[config.mk]
export PLATFORM = sky130hd
export DESIGN_NAME = wtas_rtc
export DESIGN_NICKNAME = d
export VERILOG_FILES = /design/src/rtl/wtas_pkg.sv /design/src/rtl/wtas_rtc.sv
export SDC_FILE = /design/constraint.sdc
export NUM_CORES = 1
export LEC_CHECK = 0
export BUFFER_PORTS_ARGS = -buffer_cell sky130_fd_sc_hd__buf_2
export CAP_MARGIN = 20
export CORE_MARGIN = 3
export CORE_UTILIZATION = 62
export CTS_BUF_LIST = sky130_fd_sc_hd__clkbuf_4
export CTS_CLUSTER_SIZE = 30
export DETAILED_ROUTE_END_ITERATION = 6
export PLACE_DENSITY = 0.87
export SKIP_CTS_REPAIR_TIMING = 1
export SLEW_MARGIN = 40
export SYNTH_ARGS = -nofsm -noshare
export SYNTH_HDL_FRONTEND = slang
export SYNTH_SLANG_ARGS = --single-unit
[constraint.sdc]
create_clock -name clk -period 2.65 [get_ports clk]
set_input_delay 0.1325 -clock clk [delete_from_list [all_inputs] [get_ports clk]]
set_output_delay 0.1325 -clock clk [all_outputs]
set_load 0.01 [all_outputs]
[src/rtl/wtas_pkg.sv]
// Purpose: shared constants and types of the watch timekeeping block
// Assumes: APB slave with 32-bit data, one aligned word per register
// Notes: all register offsets are byte addresses
package wtas_pkg;
  // register byte offsets
  localparam logic [7:0] OFF_CTRL = 8'h00;
  localparam logic [7:0] OFF_TIME = 8'h04;
  localparam logic [7:0] OFF_DAY = 8'h08;
  localparam logic [7:0] OFF_ALM1_TIME = 8'h0C;
  localparam logic [7:0] OFF_ALM2_TIME = 8'h10;
  localparam logic [7:0] OFF_ALM2_DAY = 8'h14;
  localparam logic [7:0] OFF_SWATCH = 8'h18;
  localparam logic [7:0] OFF_STATUS = 8'h1C;
  localparam logic [7:0] OFF_MASK = 8'h20;

  // field positions of a time word
  localparam int SEC_LSB = 0;
  localparam int MIN_LSB = 8;
  localparam int HOUR_LSB = 16;

  // control bits
  localparam int CTRL_RUN = 0;
  localparam int CTRL_SW_RUN = 1;

  // status and mask bit positions
  localparam int EV_SEC = 0;
  localparam int EV_MIN = 1;
  localparam int EV_HOUR = 2;
  localparam int EV_DAY = 3;
  localparam int EV_ALM1 = 4;
  localparam int EV_ALM2 = 5;
  localparam int EV_SWATCH = 6;
  localparam int EV_NUM = 7;

  // counter limits
  localparam logic [5:0] SEC_LAST = 6'h3B;
  localparam logic [5:0] MIN_LAST = 6'h3B;
  localparam logic [4:0] HOUR_LAST = 5'h17;
  localparam int DAY_W = 15;

  // watch crystal rate and wanted tick rate
  localparam int WATCH_HZ = 32768;
  localparam int TICK_HZ = 1;
  localparam int PRESCALE = WATCH_HZ / TICK_HZ;

  // reset values
  localparam logic [31:0] RST_WORD = 32'h0000_0000;
  localparam logic RST_RUN = 1'b1;

  // time of day carried as one unit
  typedef struct packed {
    logic [4:0] hour;
    logic [5:0] min;
    logic [5:0] sec;
  } wtas_time_s;
endpackage

[src/rtl/wtas_rtc.sv]
// Purpose: watch timekeeping with two alarms, countdown stopwatch and tick interrupts
// Assumes: clk 40 MHz, watch crystal square wave on watch_crystal_input, APB master
// Notes: one interrupt output, sticky status cleared by writing ones
//
// Design decisions made here: the APB register port and the register addresses.
`timescale 1ns/1ps
module wtas_rtc #(
  parameter int PRESCALE = wtas_pkg::PRESCALE
) (
  input wire logic clk,
  input wire logic resetn,
  input wire logic watch_crystal_input,
  input wire logic psel,
  input wire logic penable,
  input wire logic pwrite,
  input wire logic [7:0] paddr,
  input wire logic [31:0] pwdata,
  output logic [31:0] prdata,
  output logic pready,
  output logic pslverr,
  output logic irq
);

  // register map, one aligned word each
  // 0x00 control: bit0 run, bit1 stopwatch busy (read only)
  // 0x04 time of day: sec [5:0], min [13:8], hour [20:16]
  // 0x08 day count [14:0]
  // 0x0C alarm one time of day
  // 0x10 alarm two time of day
  // 0x14 alarm two day [14:0]
  // 0x18 stopwatch: a write loads and starts it, a read gives the count
  // 0x1C status, write ones to clear
  // 0x20 mask, same layout as status, a set bit enables the interrupt
  // any other offset answers with pslverr, reads zero and ignores writes

  // status and mask bits
  // bit0 second, bit1 minute, bit2 hour, bit3 day
  // bit4 alarm one, bit5 alarm two, bit6 stopwatch underflow
  // status bits set whatever the mask says; the mask only gates irq

  // timing seen from the bus
  // the answer comes in the first access cycle, never a wait state
  // a crystal edge reaches the prescaler about three clk later
  // counters move two clk after the synchronised edge
  // alarm flags follow one clk after the counters
  // irq rises on the same edge as the status flag that causes it

  // reset state
  // all outputs low, run set so time starts counting at once
  // counters, alarms, mask and status all zero
  // the stopwatch is idle until software loads it

  // limitations
  // time writes are stored unchecked; a field above its last state
  // only returns to zero through the full count of its width
  // the day counter rolls from 0x7FFF to zero with no flag of its own
  // the prescaler phase is kept while run is clear, so the first
  // second after a restart can be short
  // a time write in the tick cycle wins and that tick is lost

  // wrap-around increment shared by the second and minute counters
  function automatic logic [5:0] wtas_wrap_inc(input logic [5:0] val, input logic [5:0] last);
    logic [5:0] res;
    res = (val == last) ? 6'h00 : val + 6'h01;
    return res;
  endfunction

  // watch crystal synchroniser, the first stage feeds only the second
  // the third stage only serves edge detection; zero at reset means a
  // crystal that is already high gives one false rising edge just after reset
  logic xin_s1;
  logic xin_s2;
  logic xin_s3;
  always_ff @(posedge clk or negedge resetn)
  begin
    if (!resetn)
    begin
      xin_s1 <= 1'b0;
      xin_s2 <= 1'b0;
      xin_s3 <= 1'b0;
    end
    else
    begin
      xin_s1 <= watch_crystal_input;
      xin_s2 <= xin_s1;
      xin_s3 <= xin_s2;
    end
  end
  wire xin_rise = xin_s2 & ~xin_s3;

  // control state
  logic run;
  logic sw_run;
  wtas_pkg::wtas_time_s now;
  logic [wtas_pkg::DAY_W-1:0] day;
  wtas_pkg::wtas_time_s alm1;
  wtas_pkg::wtas_time_s alm2;
  logic [wtas_pkg::DAY_W-1:0] alm2_day;
  logic [31:0] swatch;
  logic [wtas_pkg::EV_NUM-1:0] status;
  logic [wtas_pkg::EV_NUM-1:0] mask;
  logic [15:0] presc;
  logic tick;
  logic tick_q;

  // apb decode
  // exact offset compare, so unaligned addresses land in the error path
  wire setup = psel & ~penable;
  wire wr_en = psel & penable & pready & pwrite;
  wire hit_ctrl = paddr == wtas_pkg::OFF_CTRL;
  wire hit_time = paddr == wtas_pkg::OFF_TIME;
  wire hit_day = paddr == wtas_pkg::OFF_DAY;
  wire hit_alm1 = paddr == wtas_pkg::OFF_ALM1_TIME;
  wire hit_alm2 = paddr == wtas_pkg::OFF_ALM2_TIME;
  wire hit_alm2d = paddr == wtas_pkg::OFF_ALM2_DAY;
  wire hit_sw = paddr == wtas_pkg::OFF_SWATCH;
  wire hit_stat = paddr == wtas_pkg::OFF_STATUS;
  wire hit_mask = paddr == wtas_pkg::OFF_MASK;
  wire hit_any = hit_ctrl | hit_time | hit_day | hit_alm1 | hit_alm2 | hit_alm2d | hit_sw | hit_stat | hit_mask;

  // time of day to and from the register word
  function automatic logic [31:0] wtas_pack(input wtas_pkg::wtas_time_s t);
    logic [31:0] w;
    w = wtas_pkg::RST_WORD;
    w[wtas_pkg::SEC_LSB +: 6] = t.sec;
    w[wtas_pkg::MIN_LSB +: 6] = t.min;
    w[wtas_pkg::HOUR_LSB +: 5] = t.hour;
    return w;
  endfunction
  function automatic wtas_pkg::wtas_time_s wtas_unpack(input logic [31:0] w);
    wtas_pkg::wtas_time_s t;
    t.sec = w[wtas_pkg::SEC_LSB +: 6];
    t.min = w[wtas_pkg::MIN_LSB +: 6];
    t.hour = w[wtas_pkg::HOUR_LSB +: 5];
    return t;
  endfunction

  // read data selection
  wire [31:0] ctrl_word = {30'h0000_0000, sw_run, run};
  wire [31:0] day_word = {17'h0_0000, day};
  wire [31:0] alm2d_word = {17'h0_0000, alm2_day};
  wire [31:0] stat_word = {25'h000_0000, status};
  wire [31:0] mask_word = {25'h000_0000, mask};
  wire [31:0] rd_word = hit_ctrl ? ctrl_word :
                        hit_time ? wtas_pack(now) :
                        hit_day ? day_word :
                        hit_alm1 ? wtas_pack(alm1) :
                        hit_alm2 ? wtas_pack(alm2) :
                        hit_alm2d ? alm2d_word :
                        hit_sw ? swatch :
                        hit_stat ? stat_word :
                        hit_mask ? mask_word : wtas_pkg::RST_WORD;

  // one-wait-free apb answer: ready, data and error registered in the setup cycle
  // read data is zero outside a read answer so a bus mux can simply or it
  always_ff @(posedge clk or negedge resetn)
  begin
    if (!resetn)
    begin
      pready <= 1'b0;
      prdata <= wtas_pkg::RST_WORD;
      pslverr <= 1'b0;
    end
    else
    begin
      pready <= setup;
      prdata <= (setup & ~pwrite) ? rd_word : wtas_pkg::RST_WORD;
      pslverr <= setup & ~hit_any;
    end
  end

  // prescaler counts rising crystal edges, and only while run is set
  // counting edges of the synchronised crystal costs three clk of lag
  // but keeps the whole block on one clock
  wire presc_wrap = presc == 16'(PRESCALE - 1);
  wire next_tick = run & xin_rise & presc_wrap;
  always_ff @(posedge clk or negedge resetn)
  begin
    if (!resetn)
    begin
      presc <= 16'h0000;
      tick <= 1'b0;
      tick_q <= 1'b0;
    end
    else
    begin
      if (run & xin_rise)
        presc <= presc_wrap ? 16'h0000 : presc + 16'h0001;
      tick <= next_tick;
      tick_q <= tick;
    end
  end

  // carry chain across the time counters
  wire sec_wrap = tick & (now.sec == wtas_pkg::SEC_LAST);
  wire min_wrap = sec_wrap & (now.min == wtas_pkg::MIN_LAST);
  wire hour_wrap = min_wrap & (now.hour == wtas_pkg::HOUR_LAST);
  wire [4:0] hour_inc = (now.hour == wtas_pkg::HOUR_LAST) ? 5'h00 : now.hour + 5'h01;

  // a time write swallows the tick, so it must not carry into the day
  wire time_wr = wr_en & hit_time;

  // time and day counters; a software write beats the tick in the same cycle
  always_ff @(posedge clk or negedge resetn)
  begin
    if (!resetn)
    begin
      now <= '0;
      day <= '0;
    end
    else
    begin
      if (wr_en & hit_time)
        now <= wtas_unpack(pwdata);
      else if (tick)
      begin
        now.sec <= wtas_wrap_inc(now.sec, wtas_pkg::SEC_LAST);
        if (sec_wrap)
          now.min <= wtas_wrap_inc(now.min, wtas_pkg::MIN_LAST);
        if (min_wrap)
          now.hour <= hour_inc;
      end
      if (wr_en & hit_day)
        day <= pwdata[wtas_pkg::DAY_W-1:0];
      else if (hour_wrap & ~time_wr)
        day <= day + 15'h0001;
    end
  end

  // alarm settings and control
  // clearing run freezes time for a consistent read of all fields
  always_ff @(posedge clk or negedge resetn)
  begin
    if (!resetn)
    begin
      alm1 <= '0;
      alm2 <= '0;
      alm2_day <= '0;
      mask <= '0;
      run <= wtas_pkg::RST_RUN;
    end
    else if (wr_en)
    begin
      if (hit_alm1)
        alm1 <= wtas_unpack(pwdata);
      if (hit_alm2)
        alm2 <= wtas_unpack(pwdata);
      if (hit_alm2d)
        alm2_day <= pwdata[wtas_pkg::DAY_W-1:0];
      if (hit_mask)
        mask <= pwdata[wtas_pkg::EV_NUM-1:0];
      if (hit_ctrl)
        run <= pwdata[wtas_pkg::CTRL_RUN];
    end
  end

  // stopwatch: a write loads and starts it, reaching zero and ticking again underflows
  // it only counts while run is set, since it shares the one-second tick
  wire sw_under = tick & sw_run & (swatch == 32'h0000_0000);
  always_ff @(posedge clk or negedge resetn)
  begin
    if (!resetn)
    begin
      swatch <= wtas_pkg::RST_WORD;
      sw_run <= 1'b0;
    end
    else if (wr_en & hit_sw)
    begin
      swatch <= pwdata;
      sw_run <= 1'b1;
    end
    else if (sw_under)
      sw_run <= 1'b0;
    else if (tick & sw_run)
      swatch <= swatch - 32'h0000_0001;
  end

  // alarms are checked one cycle after the tick so each match fires once
  // comparing only after a tick means a time write fires an alarm only if it lands in the tick cycle
  wire alm1_hit = tick_q & (now == alm1);
  wire alm2_hit = tick_q & (now == alm2) & (day == alm2_day);

  // event vector; tick events come from the carry chain
  wire [wtas_pkg::EV_NUM-1:0] ev_set = {sw_under, alm2_hit, alm1_hit, hour_wrap, min_wrap, sec_wrap, tick};
  wire [wtas_pkg::EV_NUM-1:0] ev_clr = (wr_en & hit_stat) ? pwdata[wtas_pkg::EV_NUM-1:0] : '0;

  // sticky status, a new event wins over a clear in the same cycle
  // so software never loses an event that lands on its clear
  always_ff @(posedge clk or negedge resetn)
  begin
    if (!resetn)
      status <= '0;
    else
      status <= (status & ~ev_clr) | ev_set;
  end

  // interrupt level from unmasked pending bits; mask acts as the enable
  // built from the next status value so irq tracks status with no lag
  always_ff @(posedge clk or negedge resetn)
  begin
    if (!resetn)
      irq <= 1'b0;
    else
      irq <= |(((status & ~ev_clr) | ev_set) & mask);
  end

endmodule

# Word-level counts from Yosys, hierarchy flattened
# Index checks and enable logic that the tools add are counted.
dict set report word_totals {
  regBits 185
  latchBits 0
  mem_bits_rw 0
  rom_bits 0
  in_bits 46
  out_inout_bits 35
  mem_count 0
}
dict set report classes {
  add_sub_neg 6
  n_mul 0
  n_div 0
  magnitude_cmp 0
  n_eq_ne 16
  shifts 0
  mux 26
  bitwise_logic 39
  reduce_logical 17
}
# cell count
set ops {}
lappend ops {{two-way mux 32 bit} 11}
lappend ops {{== test 17 bit} 2}
lappend ops {{two-way mux 17 bit} 2}
lappend ops {{== test 8 x 5 -> 1 bit (second input constant)} 4}
lappend ops {{logical NOT 32 bit} 1}
lappend ops {{subtractor 32 x 1 -> 32 bit (second input constant)} 1}
lappend ops {{two-way mux 15 bit} 2}
lappend ops {{bitwise AND 1 bit} 22}
lappend ops {{two-way mux 7 bit} 3}
lappend ops {{two-way mux 6 bit} 3}
lappend ops {{adder 16 x 1 -> 16 bit (second input constant)} 1}
lappend ops {{== test 16 x 15 -> 1 bit (second input constant)} 1}
lappend ops {{== test 8 x 4 -> 1 bit (second input constant)} 2}
lappend ops {{two-way mux 16 bit} 1}
lappend ops {{AND reduction 2 bit} 8}
lappend ops {{adder 15 x 1 -> 15 bit (second input constant)} 1}
lappend ops {{== test 15 bit} 1}
lappend ops {{bitwise AND 7 bit} 2}
lappend ops {{adder 6 x 1 -> 6 bit (second input constant)} 2}
lappend ops {{== test 6 bit (second input constant)} 2}
lappend ops {{nonzero test 2 bit} 6}
lappend ops {{two-way mux 5 bit} 2}
lappend ops {{== test 8 x 3 -> 1 bit (second input constant)} 1}
lappend ops {{== test 8 x 6 -> 1 bit (second input constant)} 1}
lappend ops {{10 further kinds} 22}

# Depth between registers and ports, before layout
dict set report depth {
  word_depth 11
  mapped_depth 10
  depth_no_buf 8
}

# Least setup slack after synthesis
# OpenSTA, ideal clock, no wires.
dict set report synth_path {
  kind {reg-to-reg}
  from {register swatch[27]}
  to {register swatch[2]}
  setup_time_ns 0.137
  t_arrival_ns 2.229
  slack_ns 0.284
  path_stages_with_launch 8
  period_less_slack_ns 2.366
  cell_sequence {dfrtp_1 or4_4 or4_4 buf_6 nor3_4 or3_1 xnor2_1 a21oi_1}
}
dict set report synth_via {
  elab_chain_len 4
}
# item line
set synth_lines {}
lappend synth_lines {{start: declaration} wtas_rtc.sv:99} ;# logic [31:0] swatch;
lappend synth_lines {{start signal: assignment} wtas_rtc.sv:264} ;# swatch <= wtas_pkg::RST_WORD;
lappend synth_lines {{start signal: assignment} wtas_rtc.sv:269} ;# swatch <= pwdata;
lappend synth_lines {{start signal: assignment} wtas_rtc.sv:275} ;# swatch <= swatch - 32'h0000_0001;
lappend synth_lines {{logical NOT 32 bit} wtas_rtc.sv:259} ;# wire sw_under = tick & sw_run & (swatch == 32'h0000_0000);
lappend synth_lines {{bitwise AND 1 bit} wtas_rtc.sv:259}
lappend synth_lines {{inequality test 2 x 1 -> 1 bit (no line)} n/a}
lappend synth_lines {{AND reduction 2 bit (no line)} n/a}
# Every way passes these cells.
# A chain may end at the register's enable or synchronous reset.

# Final worst setup path
dict set report layout_path {
  from {register swatch[17]}
  to {register swatch[18]}
}
dict set report layout_via {
  elab_chain_len 4
  elab_cells_between_ends 8
  classes_between {add/sub (1); eq/ne (1); mux (3); bitwise (1); reduce/logical (2)}
}
# item line
set layout_lines {}
lappend layout_lines {{subtractor 32 x 1 -> 32 bit / logical NOT 32 bit (equally long branches)} {wtas_rtc.sv:275, wtas_rtc.sv:259}}
lappend layout_lines {{two-way mux 32 bit / bitwise AND 1 bit (equally long branches)} {wtas_rtc.sv:274, wtas_rtc.sv:259}}
lappend layout_lines {{two-way mux 32 bit / inequality test 2 x 1 -> 1 bit (equally long branches)} n/a}
lappend layout_lines {{two-way mux 32 bit / AND reduction 2 bit (equally long branches)} n/a}
# Parallel ways exist; a longest one is shown, timed or not. The select of a mux whose other input is x is not followed.

==> flow_metrics.py <==
metrics = {
    "run_status": {
        "status": "complete, no violations",
    },
    "power": {
        "p_leak_uw": 0.00489,
        "fin_total_pwr_uw": 4700,
        "ir_worst_vdd_v": 0.000381,
        "power_density_mw_per_mm2": 420,
    },
    "layout": {
        "area_delta_synth_final_pct": 14.8,
        "num-nets-final": 1177,
        "final_area_mm2": 0.0112,
        "mostFrequentLayoutCells": "184 x dfrtp_1, 108 x nor2_1, 90 x a21oi_1, 79 x buf_2, 74 x xnor2_1",
        "drive_gt1_frac": 0.201,
        "multi_input_area_mm2": 0.00482,
        "final_common_cell": "dfrtp_1",
        "register_area_mm2": 0.00463,
        "nFillCells": 1132,
    },
    "timing": {
        "whs_ns": 0.0920,
        "finalCriticalPeriod_ns": 2.56,
        "tns_ns": 0,
        "tightest_slew_ns": 0.623,
        "relSlewSlack": 0.584,
        "fmax_ghz": 0.391,
        "fin_skew_ns": 0.0263,
        "fin_crit_sh": 0.965,
        "setup_viol": 0,
        "grt_setup_unrepaired": "no",
        "hold_violations": 0,
        "slew_violations": 0,
    },
    "floorplan": {
        "die_y_um": 131,
        "core_area_mm2": 0.0153,
        "die_w_um": 131,
        "start_util": 0.637,
        "row_count": 45,
        "ios": 81,
        "dieArea_mm2": 0.0173,
    },
    "routing": {
        "drt-total-wl_um": 28000,
        "wl_per_cell_um": 20.8,
        "dr.pass1.iters": 6,
        "dr_total_vias": 8565,
        "drc": 0,
        "drtIter0Drc": 1202,
        "viasPerCell": 6.35,
        "final_antenna_net_count": 0,
    },
    "setup_path": {
        "worstSetupStartpointType": "flop",
        "critical_path_required_ns": 3.11,
        "path_buf_inv": 0,
        "crit_slowest_cell": "or4_1",
        "path_cells": "or4_1 > or4_1 > or2_2 > nand4b_1 > xor2_1 > a21oi_1",
        "end_kind": "flop",
        "crit_fanout": 4,
        "critPathTopFamily": "simple AND/OR/NAND/NOR gates",
        "cpPeakStageDelay_ns": 0.67,
        "crit_top_cell": "or4_1",
        "crit_arrival_ns": 3.01,
        "critPathKind": "flop to flop",
    },
    "worst_hold_path": {
        "holdCritPathClass": "primary input to flop",
    },
    "placement": {
        "io_buffers": 80,
        "dp_hpwl_um": 19700,
        "place_area_mm2": 0.0105,
        "gp_congestion": 1.07,
    },
    "synth": {
        "synth-edff-count": 0,
        "syn_avg_cell_area_um2": 9.70,
        "ys_types": 70,
        "postSynthCellCount": 1006,
        "synth-adder-area-share": 0.00898,
        "yosysWarningCount": 0,
        "ys_ff_latch": 185,
        "synth_xor_area_frac": 0.0934,
        "synth_compound_area_frac": 0.123,
        "synth_simple_gate_area_share": 0.190,
        "syn_area_mm2": 0.00976,
        "synth_top_family_by_area": "simple AND/OR/NAND/NOR gates",
        "yosysSeqAreaShare": 0.475,
        "synth-async-reset-ratio": 1.00,
        "synthMuxAreaShare": 0.0762,
        "syn-num-nets": 1059,
        "ys_dominant_reg_cell": "dfrtp_1",
    },
    "grt": {
        "grt_max_degree": 75,
        "grt_overflow": 0,
        "grt_usage": 0.315,
        "antenna_found_initial": 1,
        "grt_pass1_wl_um": 42700,
        "grt_pass1_vias": 8016,
    },
    "cts": {
        "cts_buffer_depth": 2,
        "root_buffer": "clkbuf_4",
        "tritoncts": "yes",
        "numCtsBuffers": 17,
        "path_clk_slew_ns": 0.15,
        "htree_levels": 4,
        "cts_sinks": 185,
        "insertion_delay_ns": 0.59,
    },
    "flow_run": {
        "drv_cap": 0,
    },
}
[Yosys cell counts (3+ instances only)]
master	instances	share of area
and3_1	6	0.0038
inv_1	19	0.0073
nand2_1	67	0.026
a21o_1	3	0.0023
o21a_1	4	0.0031
xnor2_1	74	0.066
a22o_1	4	0.0036
or3_1	13	0.0083
nand3_1	35	0.018
nor4b_1	6	0.0054
xor2_1	30	0.027
or2_2	5	0.0032
and2_1	18	0.012
nor3_1	36	0.018
a21oi_1	90	0.046
nand4_1	18	0.012
o21ai_0	30	0.015
nor4_1	22	0.014
buf_2	13	0.0067
mux2_2	58	0.067
nand2b_1	6	0.0038
clkbuf_1	45	0.017
o22ai_1	3	0.0019
ha_1	7	0.0090
a22oi_1	23	0.018
or4_1	6	0.0046
or4_4	3	0.0035
dfrtp_1	184	0.47
mux2i_1	9	0.0092
a31oi_1	7	0.0045
nor2_1	108	0.042
a221oi_1	3	0.0027
[kinds of logic after synthesis]
kind of cell             count (synthesis)
AND/OR/NAND/NOR                        366
XOR/XNOR                               104
AO/OA/AOI/OAI                          196
buffers and inverters                   81
flip-flops                             185
multiplexers                            67
adder cells (fa/ha/maj)                  7
[worst reg2reg max path, stage by stage, from the launching register on]
cell,delay (ns)
dfrtp_1,0.46
or4_1,0.57
or4_1,0.67
or2_2,0.35
nand4b_1,0.11
xor2_1,0.17
a21oi_1,0.09
[worst paths after layout]
check | to | start | slack [ns] | depth (start not counted)
min in group asynchronous | presc[10]$_DFFE_PN0P_ | resetn | 0.11 | 2
hold reg to reg | xin_s2$_DFF_PN0_ | xin_s1$_DFF_PN0_ | 0.37 | 0
max in group asynchronous | now[11]$_DFFE_PN0P_ | resetn | 1.79 | 3
setup reg to reg | swatch[18]$_DFFE_PN0P_ | swatch[17]$_DFFE_PN0P_ | 0.09 | 6
hold / removal | prdata[0]$_DFF_PN0_ | penable | 0.09 | 5
setup / recovery | swatch[18]$_DFFE_PN0P_ | swatch[17]$_DFFE_PN0P_ | 0.09 | 6
[metrics by stage]
stage | utilization | cells | setup slack [ns]
floorplan | - | 1006 | 0.284
global placement | 0.686 | 1276 | 0.161
detailed placement | 0.686 | 1276 | 0.0833
CTS | 0.704 | 1308 | 0.0787
global route | 0.731 | 1349 | 0.00515
finish | 0.731 | 1349 | 0.0928
[registers in the layout, indices dropped and copies added (netlist names), 7 cells and up]
| name | cells |
|---|---|
| prdata | 32 |
| swatch | 32 |
| alm1 | 17 |
| alm2 | 17 |
| now | 17 |
| presc | 16 |
| alm2_day | 15 |
| day | 15 |
| mask | 7 |
| status | 7 |
[power by group]
part / internal (uW) / switching, uW / total [uW] / leakage [uW]
logic: 110 / 179 / 289 / 0.00244
clock network: 616 / 944 / 1560 / 0.000144
registers: 2840 / 15.0 / 2850 / 0.00230
[area by class of cell]
type | instances | area share
inverters | 19 | 0.00637
multi-input cells | 740 | 0.430
well taps | 211 | 0.0236
clock inverters | 9 | 0.00916
clock buffers | 23 | 0.0154
diodes | 1 | 0.000223
repair buffers | 161 | 0.102
flip-flops and latches | 185 | 0.413
[layer usage]
layer / track usage / part of all wire
met1: 0.435 / 0.40
met2: 0.479 / 0.45
met3: 0.0727 / 0.10
met4: 0.139 / 0.047
met5: 0 / 0
No activity file was read; power rests on OpenSTA's default activity.
